==> src/rtl/ecn_pkg.sv <==
// Package: register map, field layout and reset values of the canceller control bank
package ecn_pkg;

   // ****************************************
   // Register indices (byte address = 4 * index)
   // ****************************************
   localparam logic [7:0] IDX_CA_PROC_CTRL = 8'h08;
   localparam logic [7:0] IDX_CA_CONV_CTRL = 8'h09;
   localparam logic [7:0] IDX_CA_NOISE_SCALE = 8'h0A;
   localparam logic [7:0] IDX_CA_NOISE_CTRL = 8'h0B;
   localparam logic [7:0] IDX_CB_PROC_CTRL = 8'h28;
   localparam logic [7:0] IDX_CB_CONV_CTRL = 8'h29;
   localparam logic [7:0] IDX_CB_NOISE_SCALE = 8'h2A;
   localparam logic [7:0] IDX_CB_NOISE_CTRL = 8'h2B;
   localparam int ADDR_W = 10;

   // ****************************************
   // Reset values
   // ****************************************
   localparam logic [7:0] RST_PROC_CTRL = 8'hFB;
   localparam logic [7:0] RST_CONV_CTRL = 8'h54;
   localparam logic [7:0] RST_NOISE_SCALE = 8'h16;
   localparam logic [7:0] RST_NOISE_CTRL = 8'h45;
   localparam logic [3:0] RAMP_RATE_ADVANCED = 4'h5;
   localparam logic [3:0] RAMP_RATE_ORIGINAL = 4'hC;

   // ****************************************
   // Processor control field positions
   // ****************************************
   localparam int PC_ADV_SEL = 0;
   localparam int PC_PATH_DET = 1;
   localparam int PC_EST_CLR = 2;
   localparam int PC_RESERVED = 3;
   localparam int PC_INSTAB = 4;
   localparam int PC_REJ_ECHO = 5;
   localparam int PC_RAMP_SEL = 6;
   localparam int PC_REJ_DT = 7;
   // Convergence control fields
   localparam int CC_SLOW_LSB = 0;
   localparam int CC_SUP_LSB = 4;

   // ****************************************
   // AXI response codes
   // ****************************************
   localparam logic [1:0] RESP_OKAY = 2'h0;
   localparam logic [1:0] RESP_SLVERR = 2'h2;

   // Decoded per-canceller controls
   typedef struct packed {
      logic advancedSel;
      logic rejectEcho;
      logic rejectDoubletalk;
      logic rampSchemeSel;
      logic instabilityDetectEn;
      logic pathChangeDetectEn;
      logic estimateClearOnChange;
      logic [2:0] convergenceSuppress;
      logic [2:0] slowShift;
      logic [3:0] noiseRampRate;
      logic [7:0] comfortNoiseScale;
   } ecn_ctrl_t;

   // Canceller status inputs
   typedef struct packed {
      logic pathChange;
      logic instability;
   } ecn_event_t;

   // Canceller actions derived from controls and events
   typedef struct packed {
      logic clearEstimate;
      logic fastConverge;
      logic instabilityActive;
      logic [7:0] adaptShift;
   } ecn_action_t;

endpackage

==> src/rtl/ecn_canceller_ctrl.sv <==
// Per-canceller decode of control registers into registered actions
`timescale 1ns/100ps
module ecn_canceller_ctrl (
   // Clock and reset
   input wire logic clk_sys,
   input wire logic resetn,
   // Register contents
   input wire logic [7:0] procCtrl,
   input wire logic [7:0] convCtrl,
   input wire logic [7:0] noiseScale,
   input wire logic [7:0] noiseCtrl,
   // Canceller events
   input wire ecn_pkg::ecn_event_t events,
   // Decoded controls and actions
   output ecn_pkg::ecn_ctrl_t ctrl_ff,
   output ecn_pkg::ecn_action_t action_ff
);

   ecn_pkg::ecn_ctrl_t nxt_ctrl;
   ecn_pkg::ecn_action_t nxt_action;

   always_comb begin
      nxt_ctrl.advancedSel = procCtrl[ecn_pkg::PC_ADV_SEL];
      // Advanced-only features read as unsupported with the original processor
      nxt_ctrl.rejectEcho = procCtrl[ecn_pkg::PC_REJ_ECHO] & nxt_ctrl.advancedSel;
      nxt_ctrl.rejectDoubletalk = procCtrl[ecn_pkg::PC_REJ_DT] & nxt_ctrl.advancedSel;
      nxt_ctrl.rampSchemeSel = procCtrl[ecn_pkg::PC_RAMP_SEL] & nxt_ctrl.advancedSel;
      nxt_ctrl.instabilityDetectEn = procCtrl[ecn_pkg::PC_INSTAB];
      nxt_ctrl.pathChangeDetectEn = procCtrl[ecn_pkg::PC_PATH_DET];
      // Clear option only meaningful with detection on
      nxt_ctrl.estimateClearOnChange = procCtrl[ecn_pkg::PC_EST_CLR]
         & procCtrl[ecn_pkg::PC_PATH_DET];
      nxt_ctrl.convergenceSuppress = convCtrl[ecn_pkg::CC_SUP_LSB +: 3];
      nxt_ctrl.slowShift = convCtrl[ecn_pkg::CC_SLOW_LSB +: 3];
      nxt_ctrl.noiseRampRate = noiseCtrl[3:0];
      nxt_ctrl.comfortNoiseScale = noiseScale;
   end

   always_comb begin
      nxt_action.instabilityActive = nxt_ctrl.instabilityDetectEn & events.instability;
      // Any detected change restarts fast convergence; clearing is optional
      nxt_action.fastConverge = nxt_ctrl.pathChangeDetectEn & events.pathChange;
      nxt_action.clearEstimate = nxt_action.fastConverge & nxt_ctrl.estimateClearOnChange;
      // Adaptation step divided by 2^N; N = 0 keeps normal speed
      nxt_action.adaptShift = 8'h01 << nxt_ctrl.slowShift;
   end

   always_ff @(posedge clk_sys or negedge resetn) begin
      if (!resetn) begin
         ctrl_ff <= '0;
      end else begin
         ctrl_ff <= nxt_ctrl;
      end
   end

   always_ff @(posedge clk_sys or negedge resetn) begin
      if (!resetn) begin
         action_ff <= '0;
      end else begin
         action_ff <= nxt_action;
      end
   end

endmodule

==> src/rtl/ecn_nlp_regs.sv <==
// Top: AXI4-Lite control bank for one canceller pair
//
// What this block does
// - Echo-rejection bit steers noise estimator, advanced only.
// - Path-clear set: discard estimate, fast convergence.
// - Path-clear low: keep estimate, fast convergence.
// - Path-clear ignored when detector disabled.
// - Path-detect bit enables the path change detector.
// - Processor-select high picks advanced processor, default 1.
// - Double-talk rejection bit, default 1, advanced only.
// - Ramp-scheme bit selects ramping, default 1.
// - Ramp rate defaults 5 hex, original C; reset loads 5 for either processor and RAMP_RATE_ORIGINAL is never applied.
// - Noise scale value scales comfort noise level.
// - Noise scale powers up at 16 hex.
// - Processor control at offsets 08 and 28.
//
// Added by the designer: the AXI4-Lite register port.
`timescale 1ns/100ps
module ecn_nlp_regs (
   // Clock and reset
   input wire logic clk_sys,
   input wire logic resetn,
   // AXI4-Lite write address
   input wire logic [ecn_pkg::ADDR_W-1:0] s_axi_awaddr,
   input wire logic s_axi_awvalid,
   output logic s_axi_awready,
   // AXI4-Lite write data
   input wire logic [31:0] s_axi_wdata,
   input wire logic [3:0] s_axi_wstrb,
   input wire logic s_axi_wvalid,
   output logic s_axi_wready,
   // AXI4-Lite write response
   output logic [1:0] s_axi_bresp,
   output logic s_axi_bvalid,
   input wire logic s_axi_bready,
   // AXI4-Lite read address
   input wire logic [ecn_pkg::ADDR_W-1:0] s_axi_araddr,
   input wire logic s_axi_arvalid,
   output logic s_axi_arready,
   // AXI4-Lite read data
   output logic [31:0] s_axi_rdata,
   output logic [1:0] s_axi_rresp,
   output logic s_axi_rvalid,
   input wire logic s_axi_rready,
   // Canceller events
   input wire ecn_pkg::ecn_event_t eventsFirst,
   input wire ecn_pkg::ecn_event_t eventsSecond,
   // Canceller controls and actions
   output ecn_pkg::ecn_ctrl_t ctrlFirst_ff,
   output ecn_pkg::ecn_ctrl_t ctrlSecond_ff,
   output ecn_pkg::ecn_action_t actionFirst_ff,
   output ecn_pkg::ecn_action_t actionSecond_ff
);

   // ****************************************
   // Register storage
   // ****************************************
   // Index 0 is the first canceller, 1 the second
   logic [7:0] procCtrl_ff [2];
   logic [7:0] convCtrl_ff [2];
   logic [7:0] noiseScale_ff [2];
   logic [7:0] noiseCtrl_ff [2];

   logic [ecn_pkg::ADDR_W-1:0] awAddr_ff;
   logic awHave_ff;
   logic [31:0] wData_ff;
   logic [3:0] wStrb_ff;
   logic wHave_ff;

   // Register id: bit 2 = canceller, bits 1:0 = register; valid flag bit 3
   function automatic logic [3:0] decode(input logic [ecn_pkg::ADDR_W-1:0] addr);
      logic [7:0] idx;
      idx = addr[ecn_pkg::ADDR_W-1:2];
      decode = 4'h0;
      if (addr[1:0] == 2'b00) begin
         unique case (idx)
            ecn_pkg::IDX_CA_PROC_CTRL: decode = 4'h8;
            ecn_pkg::IDX_CA_CONV_CTRL: decode = 4'h9;
            ecn_pkg::IDX_CA_NOISE_SCALE: decode = 4'hA;
            ecn_pkg::IDX_CA_NOISE_CTRL: decode = 4'hB;
            ecn_pkg::IDX_CB_PROC_CTRL: decode = 4'hC;
            ecn_pkg::IDX_CB_CONV_CTRL: decode = 4'hD;
            ecn_pkg::IDX_CB_NOISE_SCALE: decode = 4'hE;
            ecn_pkg::IDX_CB_NOISE_CTRL: decode = 4'hF;
            default: decode = 4'h0;
         endcase
      end
   endfunction

   // ****************************************
   // Write channel
   // ****************************************
   logic doWrite;
   logic [3:0] wrSel;
   assign doWrite = awHave_ff && wHave_ff && !s_axi_bvalid;
   assign wrSel = decode(awAddr_ff);

   always_ff @(posedge clk_sys or negedge resetn) begin
      if (!resetn) begin
         awHave_ff <= 1'b0;
         awAddr_ff <= '0;
         s_axi_awready <= 1'b0;
      end else begin
         s_axi_awready <= 1'b0;
         if (doWrite) begin
            awHave_ff <= 1'b0;
         end else if (s_axi_awvalid && !awHave_ff && !s_axi_awready) begin
            awHave_ff <= 1'b1;
            awAddr_ff <= s_axi_awaddr;
            s_axi_awready <= 1'b1;
         end
      end
   end

   always_ff @(posedge clk_sys or negedge resetn) begin
      if (!resetn) begin
         wHave_ff <= 1'b0;
         wData_ff <= '0;
         wStrb_ff <= '0;
         s_axi_wready <= 1'b0;
      end else begin
         s_axi_wready <= 1'b0;
         if (doWrite) begin
            wHave_ff <= 1'b0;
         end else if (s_axi_wvalid && !wHave_ff && !s_axi_wready) begin
            wHave_ff <= 1'b1;
            wData_ff <= s_axi_wdata;
            wStrb_ff <= s_axi_wstrb;
            s_axi_wready <= 1'b1;
         end
      end
   end

   always_ff @(posedge clk_sys or negedge resetn) begin
      if (!resetn) begin
         s_axi_bvalid <= 1'b0;
         s_axi_bresp <= ecn_pkg::RESP_OKAY;
      end else if (doWrite) begin
         s_axi_bvalid <= 1'b1;
         s_axi_bresp <= wrSel[3] ? ecn_pkg::RESP_OKAY : ecn_pkg::RESP_SLVERR;
      end else if (s_axi_bready) begin
         s_axi_bvalid <= 1'b0;
      end
   end

   // Only byte lane 0 carries register data; other lanes are ignored
   always_ff @(posedge clk_sys or negedge resetn) begin
      if (!resetn) begin
         for (int i = 0; i < 2; i++) begin
            procCtrl_ff[i] <= ecn_pkg::RST_PROC_CTRL;
            convCtrl_ff[i] <= ecn_pkg::RST_CONV_CTRL;
            noiseScale_ff[i] <= ecn_pkg::RST_NOISE_SCALE;
            noiseCtrl_ff[i] <= ecn_pkg::RST_NOISE_CTRL;
         end
      end else if (doWrite && wrSel[3] && wStrb_ff[0]) begin
         // Fields stored as written; reserved-bit values are software's duty
         unique case (wrSel[1:0])
            2'd0: procCtrl_ff[wrSel[2]] <= wData_ff[7:0];
            2'd1: convCtrl_ff[wrSel[2]] <= wData_ff[7:0];
            2'd2: noiseScale_ff[wrSel[2]] <= wData_ff[7:0];
            2'd3: noiseCtrl_ff[wrSel[2]] <= wData_ff[7:0];
         endcase
      end
   end

   // ****************************************
   // Read channel
   // ****************************************
   logic [3:0] rdSel;
   logic [7:0] rdByte;
   assign rdSel = decode(s_axi_araddr);

   always_comb begin
      unique case (rdSel[1:0])
         2'd0: rdByte = procCtrl_ff[rdSel[2]];
         2'd1: rdByte = convCtrl_ff[rdSel[2]];
         2'd2: rdByte = noiseScale_ff[rdSel[2]];
         2'd3: rdByte = noiseCtrl_ff[rdSel[2]];
      endcase
   end

   always_ff @(posedge clk_sys or negedge resetn) begin
      if (!resetn) begin
         s_axi_arready <= 1'b0;
         s_axi_rvalid <= 1'b0;
         s_axi_rdata <= '0;
         s_axi_rresp <= ecn_pkg::RESP_OKAY;
      end else begin
         s_axi_arready <= 1'b0;
         if (s_axi_rvalid) begin
            if (s_axi_rready) begin
               s_axi_rvalid <= 1'b0;
            end
         end else if (s_axi_arready && s_axi_arvalid) begin
            // Address handshake completes at this edge; read data may only follow it
            s_axi_rvalid <= 1'b1;
            s_axi_rdata <= rdSel[3] ? {24'h00_0000, rdByte} : 32'h0000_0000;
            s_axi_rresp <= rdSel[3] ? ecn_pkg::RESP_OKAY : ecn_pkg::RESP_SLVERR;
         end else if (s_axi_arvalid && !s_axi_arready) begin
            s_axi_arready <= 1'b1;
         end
      end
   end

   // ****************************************
   // Per-canceller decode
   // ****************************************
   ecn_canceller_ctrl uFirst (
      .clk_sys(clk_sys),
      .resetn(resetn),
      .procCtrl(procCtrl_ff[0]),
      .convCtrl(convCtrl_ff[0]),
      .noiseScale(noiseScale_ff[0]),
      .noiseCtrl(noiseCtrl_ff[0]),
      .events(eventsFirst),
      .ctrl_ff(ctrlFirst_ff),
      .action_ff(actionFirst_ff)
   );

   ecn_canceller_ctrl uSecond (
      .clk_sys(clk_sys),
      .resetn(resetn),
      .procCtrl(procCtrl_ff[1]),
      .convCtrl(convCtrl_ff[1]),
      .noiseScale(noiseScale_ff[1]),
      .noiseCtrl(noiseCtrl_ff[1]),
      .events(eventsSecond),
      .ctrl_ff(ctrlSecond_ff),
      .action_ff(actionSecond_ff)
   );

endmodule

==> config.mk <==
export PLATFORM = sky130hd
export DESIGN_NAME = ecn_nlp_regs
export DESIGN_NICKNAME = d
export VERILOG_FILES = /design/src/rtl/ecn_pkg.sv /design/src/rtl/ecn_canceller_ctrl.sv /design/src/rtl/ecn_nlp_regs.sv
export SDC_FILE = /design/constraint.sdc
export NUM_CORES = 1
export LEC_CHECK = 0
export BUFFER_PORTS_ARGS = -buffer_cell sky130_fd_sc_hd__buf_2
export CORE_ASPECT_RATIO = 1.1
export CORE_MARGIN = 5
export CORE_UTILIZATION = 52
export CTS_CLUSTER_SIZE = 28
export DETAILED_ROUTE_END_ITERATION = 7
export PLACE_DENSITY = 0.79
export SETUP_SLACK_MARGIN = 0.02
export SYNTH_ARGS = -nofsm -noshare
export SYNTH_HDL_FRONTEND = slang
export SYNTH_SLANG_ARGS = --single-unit
==> constraint.sdc <==
create_clock -name clk_sys -period 2.5 [get_ports clk_sys]
set_input_delay 0.5 -clock clk_sys [delete_from_list [all_inputs] [get_ports clk_sys]]
set_output_delay 0.5 -clock clk_sys [all_outputs]
set_load 0.02 [all_outputs]
## Word-level counts from Yosys, hierarchy flattened

Cells that the tools add are included.

- Reductions and logical operators: 31
- Magnitude comparators: 3
- Mux-type cells: 42
- Eq/ne operators: 22
- Bitwise logic cells: 18
- Shift operators: 2

Operators with widths:

| cell | count |
|---|---|
| 2-to-1 mux 8 bit | 14 |
| bitwise mux 16 bit | 4 |
| == test 8 x 4 -> 1 bit (second input constant) | 8 |
| == test 8 x 6 -> 1 bit (second input constant) | 8 |
| one-hot mux 4 bit (8 select lines) | 2 |
| one-hot mux 8 bit (4 select lines) | 1 |
| 2-to-1 mux 1 bit | 16 |
| left shift 1 x 3 -> 8 bit (first input constant) | 2 |
| AND 1 bit | 14 |
| AND reduction 2 bit | 7 |
| logical AND 1 bit | 11 |
| demux 8 bit (select 1 bit) | 1 |
| == test 2 bit (second input constant) | 4 |
| logical NOT 2 bit | 4 |
| 2-to-1 mux 4 bit | 2 |
| logical NOT 1 bit | 6 |
| nonzero test 2 bit | 3 |
| == test 2 x 1 -> 1 bit (second input constant) | 2 |
| greater-or-equal comparator 2 bit (second input constant) | 2 |
| 2-to-1 mux 2 bit | 2 |
| inverter 1 -> 2 bit | 2 |
| less-than comparator 2 x 1 -> 1 bit (second input constant) | 1 |
| inverter 1 bit | 2 |

- Output and inout bits: 113
- Register bits after elaboration: 198

## Logic depth before layout (Yosys ltp)

Gate-level depths: netlist of run 1.

- Word-level depth: 9
- Depth in mapped cells: 6

## Modules after synthesis

Synthesis of run 1 repeated with hierarchy kept, for this count alone.

- Cells, all modules: 465
- Area total of the unflattened synthesis: 6766.5 um2

By module, submodules not included:

| module | area each (um2) | instances | cells an instance |
|---|---|---|---|
| ecn_nlp_regs | 4747.1 | 1 | 363 |
| ecn_canceller_ctrl | 1009.7 | 2 | 51 |

## Worst setup path after synthesis of run 1

No wires, ideal clock.

- Kind: register to register
- From: register awAddr_ff[9] in the netlist's numbering
- To: register procCtrl_ff[10] in the netlist's numbering
- Path buffers: 1
- Path slack: 0.534 ns
- Arrival time: 1.841 ns
- Setup time: 0.125 ns
- Clock period less this slack: 1.966 ns
- Stages on the path, launching flop included: 6
- Cell sequence: dfrtp_1 -> nor4_4 -> nand3_2 -> or4b_1 -> buf_6 -> mux2_4

- Longest elaborated chain between the ends: 9
- Elaborated cells between the ends (all ways): 21

Ends and longest elaborated chain:

| item | RTL line | source |
|---|---|---|
| from (decl) | ecn_nlp_regs.sv:64 | `logic [ecn_pkg::ADDR_W-1:0] awAddr_ff;` |
| from (signal assigned) | ecn_nlp_regs.sv:109 | `awAddr_ff <= s_axi_awaddr;` |
| == test 8 x 6 -> 1 bit or == test 8 x 4 -> 1 bit (tied branches) | ecn_nlp_regs.sv:76 | `unique case (idx)` |
| one-hot mux 4 bit (8 select lines) (*) | ecn_nlp_regs.sv:76 |  |
| 2-to-1 mux 4 bit (*) | ecn_nlp_regs.sv:75 | `if (addr[1:0] == 2'b00) begin` |
| inverter 1 -> 2 bit (implied by the code) | ecn_nlp_regs.sv:158 | `2'd0: procCtrl_ff[wrSel[2]] <= wData_ff[7:0];` |
| greater-or-equal comparator 2 bit (implied by the code) or less-than comparator 2 x 1 -> 1 bit (tied branches) | ecn_nlp_regs.sv:158 |  |
| logical AND 1 bit (implied by the code) | ecn_nlp_regs.sv:158 |  |
| 2-to-1 mux 8 bit (implied by the code) | ecn_nlp_regs.sv:158 |  |
| demux 8 bit (select 1 bit) | ecn_nlp_regs.sv:158 |  |
| bitwise mux 16 bit | ecn_nlp_regs.sv:158 |  |
| to (signal, indexed assignment) | ecn_nlp_regs.sv:150 | `procCtrl_ff[i] <= ecn_pkg::RST_PROC_CTRL;` |
| to (signal, indexed assignment) | ecn_nlp_regs.sv:158 |  |
| to (decl) | ecn_nlp_regs.sv:59 | `logic [7:0] procCtrl_ff [2];` |

Mark *: on every way between the ends. The rest lies on a longest branch, timed or not.
A chain may end at the register's enable or synchronous reset.

## Worst setup path after layout of run 1

Same ends and word-level chain as after synthesis.

==> results.json, run 1 <==
{
  "crit_path_end_kind": "flip-flop",
  "r2r_cells": 5,
  "nets": 674,
  "cts.sinks": 172,
  "drt-total-wl_um": 14230,
  "rsz0062_at_grt": "false",
  "worstSetupPathType": "reg -> reg",
  "slowest_delay_ps": 520,
  "ys.flop_type": "dfrtp_1",
  "gr-usage-met2_pct": 31.23,
  "synth_top_family_by_area": "multiplexers",
  "muxShareOfSynthArea_pct": 17.24,
  "cts_root_buf": "clkbuf_16",
  "wl_per_cell_um": 18.32,
  "h-tree-depth": 4,
  "setup_viol": 0,
  "ant_nets": 0,
  "cts_resized": 0,
  "yosys_warnings": 0,
  "portBuffers": 126,
  "maxSlewHeadroom_pct": 50.36,
  "cts_buffer_depth": 2,
  "yosys.area_share.xor_xnor_pct": 0,
  "synthArstFlopShare_pct": 100.0,
  "finalClockSkew_ps": 9.364,
  "grt_use_met3_pct": 5.462,
  "dp.cells": 745,
  "drc": 0,
  "grt_overflow": 0,
  "vias": 4178,
  "ctsHoldBuffers": 0,
  "firstDrtPassIters": 4,
  "first_global_vias": 4410,
  "critPathArrivalTime_ps": 2450,
  "syn_to_final_growth_pct": 20.81,
  "core-area_mm2": 0.01270,
  "grt_pass1_wl_um": 22890,
  "crit_slowest_cell": "or4b_1",
  "gp_congestion": 0.8735,
  "synth_edf_count": 0,
  "met1_usage_pct": 23.64,
  "vias_per_cell": 5.377,
  "final_util_pct": 64.64,
  "syn_area_mm2": 0.006794,
  "placed_area_mm2": 0.007597,
  "diodes": 0,
  "final_cell_area_mm2": 0.008208,
  "cts_tree": "built",
  "drv_slew": 0,
  "status": "complete, no violations",
  "grt_max_degree": 62,
  "finalWorstSetupSlack_ps": 348.5,
  "fin_crit_sh_pct": 86.06,
  "period_minus_slack_ps": 2151,
  "synth.avg_cell_area_um2": 14.55,
  "synthDistinctLibCells": 49,
  "postCtsSetupBuffers": 0,
  "die_w_um": 119.0,
  "cp_max_fo": 8,
  "yosys.area_share.simple_pct": 9.466,
  "ios": 180,
  "seq_area_frac_synth_pct": 63.94,
  "clk_pin_slew_ps": 70,
  "die-area_mm2": 0.01545,
  "ys_ff_latch": 172,
  "rows": 43,
  "cts_buffers": 17,
  "hp-class": "in -> async",
  "cp.required_ps": 2800,
  "worstMarginPinSlew_ps": 741.9,
  "hold_viol_final": 0,
  "synthAdderAreaFrac_pct": 0,
  "grt_usage_pct": 18.85,
  "floorplan.initialDensity_pct": 53.51,
  "top_usage_layer": "met2",
  "layout-drive-gt1-share_pct": 49.19,
  "cellPowerDensity_mw_per_mm2": 838.3,
  "n_fill_cell": 926,
  "p_leak_nw": 4.202,
  "cap_viol_max_count": 0,
  "drt_iter0_drc": 394,
  "synth-compound-area-share_pct": 4.788,
  "fmax_ghz": 0.4648,
  "start_kind": "flip-flop",
  "clk_latency_ps": 410,
  "hpwlAfterDp_um": 10040,
  "ir_drop_mv": 0.4225,
  "chipHeight_um": 129.9,
  "grt_antenna_before_repair": 0,
  "fin_cells": 777,
  "synth_cells": 467,
  "tns_ps": 0,
  "place_ws_ps": 351.3,
  "path_cells": "nor4_4 > nand3_2 > or4b_1 > buf_4 > mux2_4"
}
synthesized netlist by cell type, types with 7 or more instances:
cell      number  area (um2)
nand2_1       18       67.56
mux2_2        78       878.3
mux2i_1       15       150.1
and2_1        12       75.07
buf_4         26       195.2
nor2_1         7       26.28
mux2_4         8       120.1
dfrtp_1      140        3503
nor3b_1       11       82.58
clkbuf_1      20       75.07
a21o_1         7       52.55
dfstp_2       32       840.8
power breakdown:
part	switching (W)	leakage, nW	internal [W]
sequential	0.000386	2.22	0.00305
clock	0.00105	0.294	0.00160
combinational	0.000409	1.69	0.000380
registers in the layout, summed over array words and instances, names as in the netlist, 8 cells and up:
signal / cells
s_axi_rdata: 8
procCtrl_ff: 16
noiseCtrl_ff: 16
convCtrl_ff: 16
uSecond.action_ff: 11
awAddr_ff: 10
uFirst.action_ff: 11
noiseScale_ff: 16
uFirst.ctrl_ff: 25
uSecond.ctrl_ff: 25
wData_ff: 8
worst paths after layout:
path / start / endpoint / slack [ps]
setup / recovery: awAddr_ff[9]$_DFFE_PN0P_ / procCtrl_ff[10]$_DFFE_PN0P_ / 350
hold / removal: resetn / uFirst.ctrl_ff[13]$_DFF_PN0_ / 60
setup reg to reg: awAddr_ff[9]$_DFFE_PN0P_ / procCtrl_ff[10]$_DFFE_PN0P_ / 350
hold reg to reg: noiseScale_ff[3]$_DFFE_PN0P_ / uSecond.ctrl_ff[3]$_DFF_PN0_ / 400
max in group asynchronous: resetn / procCtrl_ff[5]$_DFFE_PN1P_ / 1710
min in group clk_sys: s_axi_rready / s_axi_rvalid$_DFF_PN0_ / 260
worst max-delay path: cells and delay by family (launching register included):
family	cells	cell delay, ps
buf+inv	1	210
flops	1	410
mux	1	310
simple gates	3	1090
cells in the final DEF (no fill, tap or decap), drive strengths merged, types with 3 or more instances in the layout:
cell	count
nor3	6
o21ai	5
and3	6
nand2b	4
nand4b	4
nand3	5
mux2	86
bufinv	3
nor2	7
nand2	18
a211oi	3
and3b	4
nor4	3
a21o	7
dfstp	32
buf	145
nand4	5
a21oi	6
clkbuf	19
mux2i	15
a31oi	5
inv	5
a22oi	5
conb	26
dfrtp	140
nor3b	12
and2	13
clkinv	7
cell type report:
| class | instances | area, um2 | share of cell area (%) |
|---|---|---|---|
| Multi-Input combinational cell | 267 | 2237 | 27.26 |
| Timing Repair Buffer | 145 | 804.5 | 9.802 |
| Tap cell | 157 | 196.4 | 2.393 |
| Sequential cell | 172 | 4344 | 52.93 |
| Clock inverter | 13 | 167.7 | 2.043 |
| Inverter | 4 | 15.01 | 0.1829 |
| Clock buffer | 19 | 442.9 | 5.396 |
stage by stage:
stage / total power, W / hold WS (ps)
after floorplan: 0.003935 / 204.4
after global placement: 0.004228 / 381.9
after detailed placement: 0.004284 / 385.6
after CTS: 0.006934 / 65.55
after global routing: 0.007154 / 89.49
final: 0.006881 / 55.67
routing by layer:
| metal | share of wire, % | up-vias | routed length [um] |
|---|---|---|---|
| li1 | - | 1891 | - |
| met1 | 41 | 2115 | 5794 |
| met2 | 50 | 146 | 7115 |
| met3 | 7.1 | 26 | 1012 |
| met4 | 2.2 | 0 | 311 |
| met5 | 0 | - | 0 |
logic make-up (layout without fill, tap and decap cells):
kind of cell	Yosys count	in the layout
AND/OR/NAND/NOR	93	93
other	1	26
AO/OA/AOI/OAI	46	46
multiplexers	102	102
flip-flops	172	172
buffers and inverters	53	181
Note: power is estimated with default switching activity, not from simulation.
==> inputs of run 2 (changes only) <==
--- a/config.mk
+++ b/config.mk
@@ -9,6 +9,7 @@
 export CORE_ASPECT_RATIO = 1.1
 export CORE_MARGIN = 5
 export CORE_UTILIZATION = 52
+export CTS_BUF_LIST = sky130_fd_sc_hd__clkbuf_8 sky130_fd_sc_hd__clkbuf_16
 export CTS_CLUSTER_SIZE = 28
 export DETAILED_ROUTE_END_ITERATION = 7
 export PLACE_DENSITY = 0.79
==> run 2 against run 1 <==
Power about the same. Largest power group unchanged. Maximum frequency about the same. Flip-flop and latch count is the same. Combinational power hardly changed. Highest routed layer unchanged. First-iteration DRC count did not move. Clock-buffer cell count decreased by 1. Die area did not move.
==> results.json, run 2 (synthesized netlist as in run 1, its figures left out) <==
{
  "placed_area_mm2": 0.007597,
  "layout-drive-gt1-share_pct": 49.19,
  "setup_viol": 0,
  "cts_resized": 0,
  "grt_antenna_before_repair": 0,
  "gp_congestion": 0.8735,
  "cts_tree": "built",
  "grt_pass1_wl_um": 22890,
  "clk_latency_ps": 410,
  "crit_family": "simple AND/OR/NAND/NOR gates",
  "maxSlewHeadroom_pct": 50.36,
  "ctsHoldBuffers": 0,
  "met1_usage_pct": 23.64,
  "top_usage_layer": "met2",
  "ios": 180,
  "drc": 0,
  "diodes": 0,
  "critPathArrivalTime_ps": 2450,
  "hold_viol_final": 0,
  "final_cell_area_mm2": 0.008208,
  "crit_path_end_kind": "flip-flop",
  "firstDrtPassIters": 4,
  "n_fill_cell": 926,
  "fmax_ghz": 0.4648,
  "cap_viol_max_count": 0,
  "worstMarginPinSlew_ps": 741.9,
  "hp-class": "in -> async",
  "cp_num_buf_inv": 1,
  "hpwlAfterDp_um": 10040,
  "drt_iter0_drc": 394,
  "cp_max_fo": 8,
  "chipHeight_um": 129.9,
  "rsz0062_at_grt": "false",
  "cellPowerDensity_mw_per_mm2": 837.8,
  "grt_overflow": 0,
  "final_cell_mix": "dfrtp_1, buf_2, mux2_2",
  "period_minus_slack_ps": 2152,
  "h-tree-depth": 4,
  "cp.required_ps": 2800,
  "layout_commonest_cell": "dfrtp_1",
  "cts.sinks": 172,
  "finalClockSkew_ps": 9.400,
  "syn_to_final_growth_pct": 20.81,
  "fin_crit_sh_pct": 86.06,
  "cts_buffers": 17,
  "clk_pin_slew_ps": 70,
  "start_kind": "flip-flop",
  "vias_per_cell": 5.377,
  "cts_root_buf": "clkbuf_16",
  "floorplan.initialDensity_pct": 53.51,
  "slowest_delay_ps": 520,
  "wl_per_cell_um": 18.32,
  "cts_buffer_depth": 2,
  "die_w_um": 119.0,
  "core-area_mm2": 0.01270,
  "postCtsSetupBuffers": 0,
  "ant_nets": 0,
  "drv_slew": 0,
  "drt-total-wl_um": 14230,
  "die-area_mm2": 0.01545,
  "grt_use_met3_pct": 5.462,
  "status": "complete, no violations",
  "grt_max_degree": 62,
  "grt_usage_pct": 18.85,
  "rows": 43,
  "crit_slowest_cell": "or4b_1",
  "reg_top3": "uFirst.ctrl_ff (25), uSecond.ctrl_ff (25)",
  "gr-usage-met2_pct": 31.23,
  "portBuffers": 126,
  "tns_ps": 0,
  "worstSetupPathType": "reg -> reg",
  "p_leak_nw": 4.206,
  "vias": 4178,
  "worst_hold_slack_ps": 55.64,
  "path_cells": "nor4_4 > nand3_2 > or4b_1 > buf_4 > mux2_4",
  "ir_drop_mv": 0.4225,
  "first_global_vias": 4410,
  "nets": 674
}
## run 2: where the power goes
| group | internal (W) | total, W | switching, W |
|---|---|---|---|
| Combinational | 0.000380 | 0.000789 | 0.000409 |
| Clock | 0.00160 | 0.00265 | 0.00105 |
| Sequential | 0.00305 | 0.00344 | 0.000386 |
## run 2: metal layers
metal | vias up | part of all wire (%)
met5 | - | 0
met4 | 0 | 2.2
met3 | 26 | 7.1
met2 | 146 | 50
met1 | 2115 | 41
li1 | 1891 | -
## run 2: cell type report
cell class	instances	area, um2	share of cell area [%]
sequential	172	4344	52.93
multi-input combinational	267	2237	27.26
timing repair buffer	145	804.5	9.802
clock buffer	18	439.2	5.351
tap	157	196.4	2.393
clock inverter	14	171.4	2.088
inverter	4	15.01	0.1829
## run 2: final timing paths
check,slack (ps),startpoint,depth (start not counted),to
max in group asynchronous,1710,resetn,2,procCtrl_ff[5]$_DFFE_PN1P_
min in group clk_sys,260,s_axi_rready,2,s_axi_rvalid$_DFF_PN0_
worst max-delay path,350,awAddr_ff[9]$_DFFE_PN0P_,5,procCtrl_ff[10]$_DFFE_PN0P_
worst min-delay path,60,resetn,1,uFirst.ctrl_ff[13]$_DFF_PN0_
worst max register to register,350,awAddr_ff[9]$_DFFE_PN0P_,5,procCtrl_ff[10]$_DFFE_PN0P_
worst min register to register,400,noiseScale_ff[3]$_DFFE_PN0P_,0,uSecond.ctrl_ff[3]$_DFF_PN0_
## run 2: worst reg2reg max path, stage by stage (launching register included)
cell and delay, ps:
dfrtp_1 410, nor4_4 390, nand3_2 180, or4b_1 520, buf_4 210, mux2_4 310
## run 2: stage by stage
step	setup WS, ps	util, %	std cells	total power (W)
2_1_floorplan	533.7	-	492	0.003935
3_3_place_gp	390.0	59.83	745	0.004228
3_5_place_dp	351.3	59.83	745	0.004284
4_1_cts	338.3	64.64	777	0.006930
5_1_grt	272.8	64.64	777	0.007150
6_report	348.5	64.64	777	0.006876
==> inputs of run 3 (changes only) <==
--- a/config.mk
+++ b/config.mk
@@ -6,13 +6,14 @@
 export NUM_CORES = 1
 export LEC_CHECK = 0
 export BUFFER_PORTS_ARGS = -buffer_cell sky130_fd_sc_hd__buf_2
-export CORE_ASPECT_RATIO = 1.1
+export CELL_PAD_IN_SITES_DETAIL_PLACEMENT = 1
+export CELL_PAD_IN_SITES_GLOBAL_PLACEMENT = 1
 export CORE_MARGIN = 5
-export CORE_UTILIZATION = 52
+export CORE_UTILIZATION = 42
 export CTS_BUF_LIST = sky130_fd_sc_hd__clkbuf_8 sky130_fd_sc_hd__clkbuf_16
 export CTS_CLUSTER_SIZE = 28
 export DETAILED_ROUTE_END_ITERATION = 7
-export PLACE_DENSITY = 0.79
+export PLACE_DENSITY_LB_ADDON = 0.1
 export SETUP_SLACK_MARGIN = 0.02
 export SYNTH_ARGS = -nofsm -noshare
 export SYNTH_HDL_FRONTEND = slang
==> run 3 against run 2 <==
Worst setup slack worse by 58 ps. Maximum frequency down 2.6%. Critical path type unchanged. Largest power group unchanged. Cell count up 8.2%. Via count down 0.41%. Global-route usage down 0.83 points. Clock-buffer cell count down 1. Register-to-register slack worse by 60 ps. First-iteration DRC count down 61%. Clock skew about the same. Sequential power about the same. Largest cell class unchanged.
==> results.json, run 3 (synthesized netlist as in run 1, its figures left out) <==
{
  "hold_viol_final": 0,
  "setup_viol": 0,
  "grt_pass1_wl_um": 25770,
  "cellPowerDensity_mw_per_mm2": 845.2,
  "die-area_mm2": 0.01882,
  "worst_hold_slack_ps": 253.8,
  "rsz0062_at_grt": "false",
  "fin_crit_sh_pct": 88.37,
  "cp.required_ps": 2810,
  "rows": 46,
  "cts.sinks": 172,
  "finalClockSkew_ps": 9.880,
  "critPathArrivalTime_ps": 2520,
  "status": "complete, no violations",
  "chipHeight_um": 137.2,
  "hpwlAfterDp_um": 11390,
  "met2_wirelength_um": 7925,
  "fmax_ghz": 0.4527,
  "drc": 0,
  "min_to": "s_axi_rvalid$_DFF_PN0_",
  "reg2reg_slack_ps": 290,
  "r2r_end": "procCtrl_ff[10]$_DFFE_PN0P_",
  "drv_slew": 0,
  "syn_to_final_growth_pct": 22.91,
  "wl_met3_um": 803,
  "ant_nets": 0,
  "clk_pin_slew_ps": 70,
  "final_cell_mix": "dfrtp_1, buf_2, mux2_2",
  "grt_overflow": 0,
  "wl_per_cell_um": 19.18,
  "h-tree-depth": 4,
  "maxSlewHeadroom_pct": 54.54,
  "r2r_cells": 5,
  "layout_commonest_cell": "dfrtp_1",
  "period_minus_slack_ps": 2209,
  "worstMarginPinSlew_ps": 679.4,
  "crit_path_end_kind": "flip-flop",
  "start_kind": "flip-flop",
  "ir_drop_mv": 0.5084,
  "grt_usage_pct": 18.02,
  "grt_max_degree": 69,
  "cts_root_buf": "clkbuf_16",
  "cts_buffers": 17,
  "cts_resized": 0,
  "cts_buffer_depth": 2,
  "layout-drive-gt1-share_pct": 49.76,
  "gp_congestion": 0.7729,
  "reg_top3": "uFirst.ctrl_ff (25), uSecond.ctrl_ff (25)",
  "hp-class": "in -> reg",
  "p_leak_nw": 4.238,
  "wl_met1_um": 7191,
  "hold_depth": 2,
  "die_w_um": 137.2,
  "firstDrtPassIters": 4,
  "grt_antenna_before_repair": 0,
  "vias": 4161,
  "drt-total-wl_um": 16130,
  "cts_tree": "built",
  "routed.top_layer": "met4",
  "vias_per_cell": 4.948,
  "worstSetupPathType": "reg -> reg",
  "floorplan.initialDensity_pct": 42.77,
  "cp_max_fo": 8,
  "drt_iter0_drc": 155,
  "portBuffers": 126,
  "ios": 180,
  "cap_viol_max_count": 0,
  "tns_ps": 0,
  "reg2reg_from": "awAddr_ff[9]$_DFFE_PN0P_",
  "clk_latency_ps": 430,
  "first_global_vias": 4616,
  "diodes": 0,
  "core-area_mm2": 0.01589,
  "min_from": "s_axi_rready",
  "nets": 679
}
## run 3: report_power, final
group | total (W) | leakage [nW] | internal, W | switching [W]
registers | 0.00344 | 2.22 | 0.00305 | 0.000387
clock network | 0.00282 | 0.302 | 0.00169 | 0.00113
logic | 0.000794 | 1.72 | 0.000373 | 0.000421
## run 3: what timing repair did
item	4_1_cts	5_1_grt
setup endpoints to repair	0	0
hold endpoints to repair	13	0
setup buffers	0	0
hold buffers	1	0
## run 3: cell type report
class	count	area, um2
sequential	172	4344
timing repair buffer	150	844.6
inverter	4	15.01
tap	216	270.3
fill	1662	7535
clock inverter	15	209.0
clock buffer	17	425.4
multi-input combinational	267	2242
## run 3: worst max path at each step
stage	depth (start not counted)	from	endpoint
floorplan	5	awAddr_ff[9]$_DFFE_PN0P_	procCtrl_ff[10]$_DFFE_PN0P_
global placement	5	awAddr_ff[9]$_DFFE_PN0P_	procCtrl_ff[10]$_DFFE_PN0P_
detailed placement	4	awAddr_ff[9]$_DFFE_PN0P_	noiseCtrl_ff[4]$_DFFE_PN0P_
CTS	5	awAddr_ff[9]$_DFFE_PN0P_	procCtrl_ff[10]$_DFFE_PN0P_
global route	5	awAddr_ff[9]$_DFFE_PN0P_	procCtrl_ff[10]$_DFFE_PN0P_
finish	5	awAddr_ff[9]$_DFFE_PN0P_	procCtrl_ff[10]$_DFFE_PN0P_
## run 3: layer usage
metal  vias up  track usage, %
met5         -               0
met4         0           5.987
met3        17           3.616
met2       116           29.75
met1      2126           23.95
li1       1902               -
## run 3: worst max-delay path, cell delays in order, from the launching register on
cell     delay, ps
dfrtp_1        420
nor4_4         410
nand3_2        180
or4b_1         550
buf_4          230
mux2_4         310
## run 3: metrics by stage
step / cells / util, % / power, W / setup slack, ps / cell area (um2)
after floorplan: 492 / - / 0.003935 / 533.7 / 6888
after global placement: 808 / 48.51 / 0.004239 / 383.2 / 7706
after detailed placement: 808 / 48.51 / 0.004293 / 297.6 / 7706
after CTS: 841 / 52.57 / 0.007147 / 271.7 / 8351
after global routing: 841 / 52.57 / 0.007361 / 224.0 / 8351
final: 841 / 52.57 / 0.007058 / 290.8 / 8351
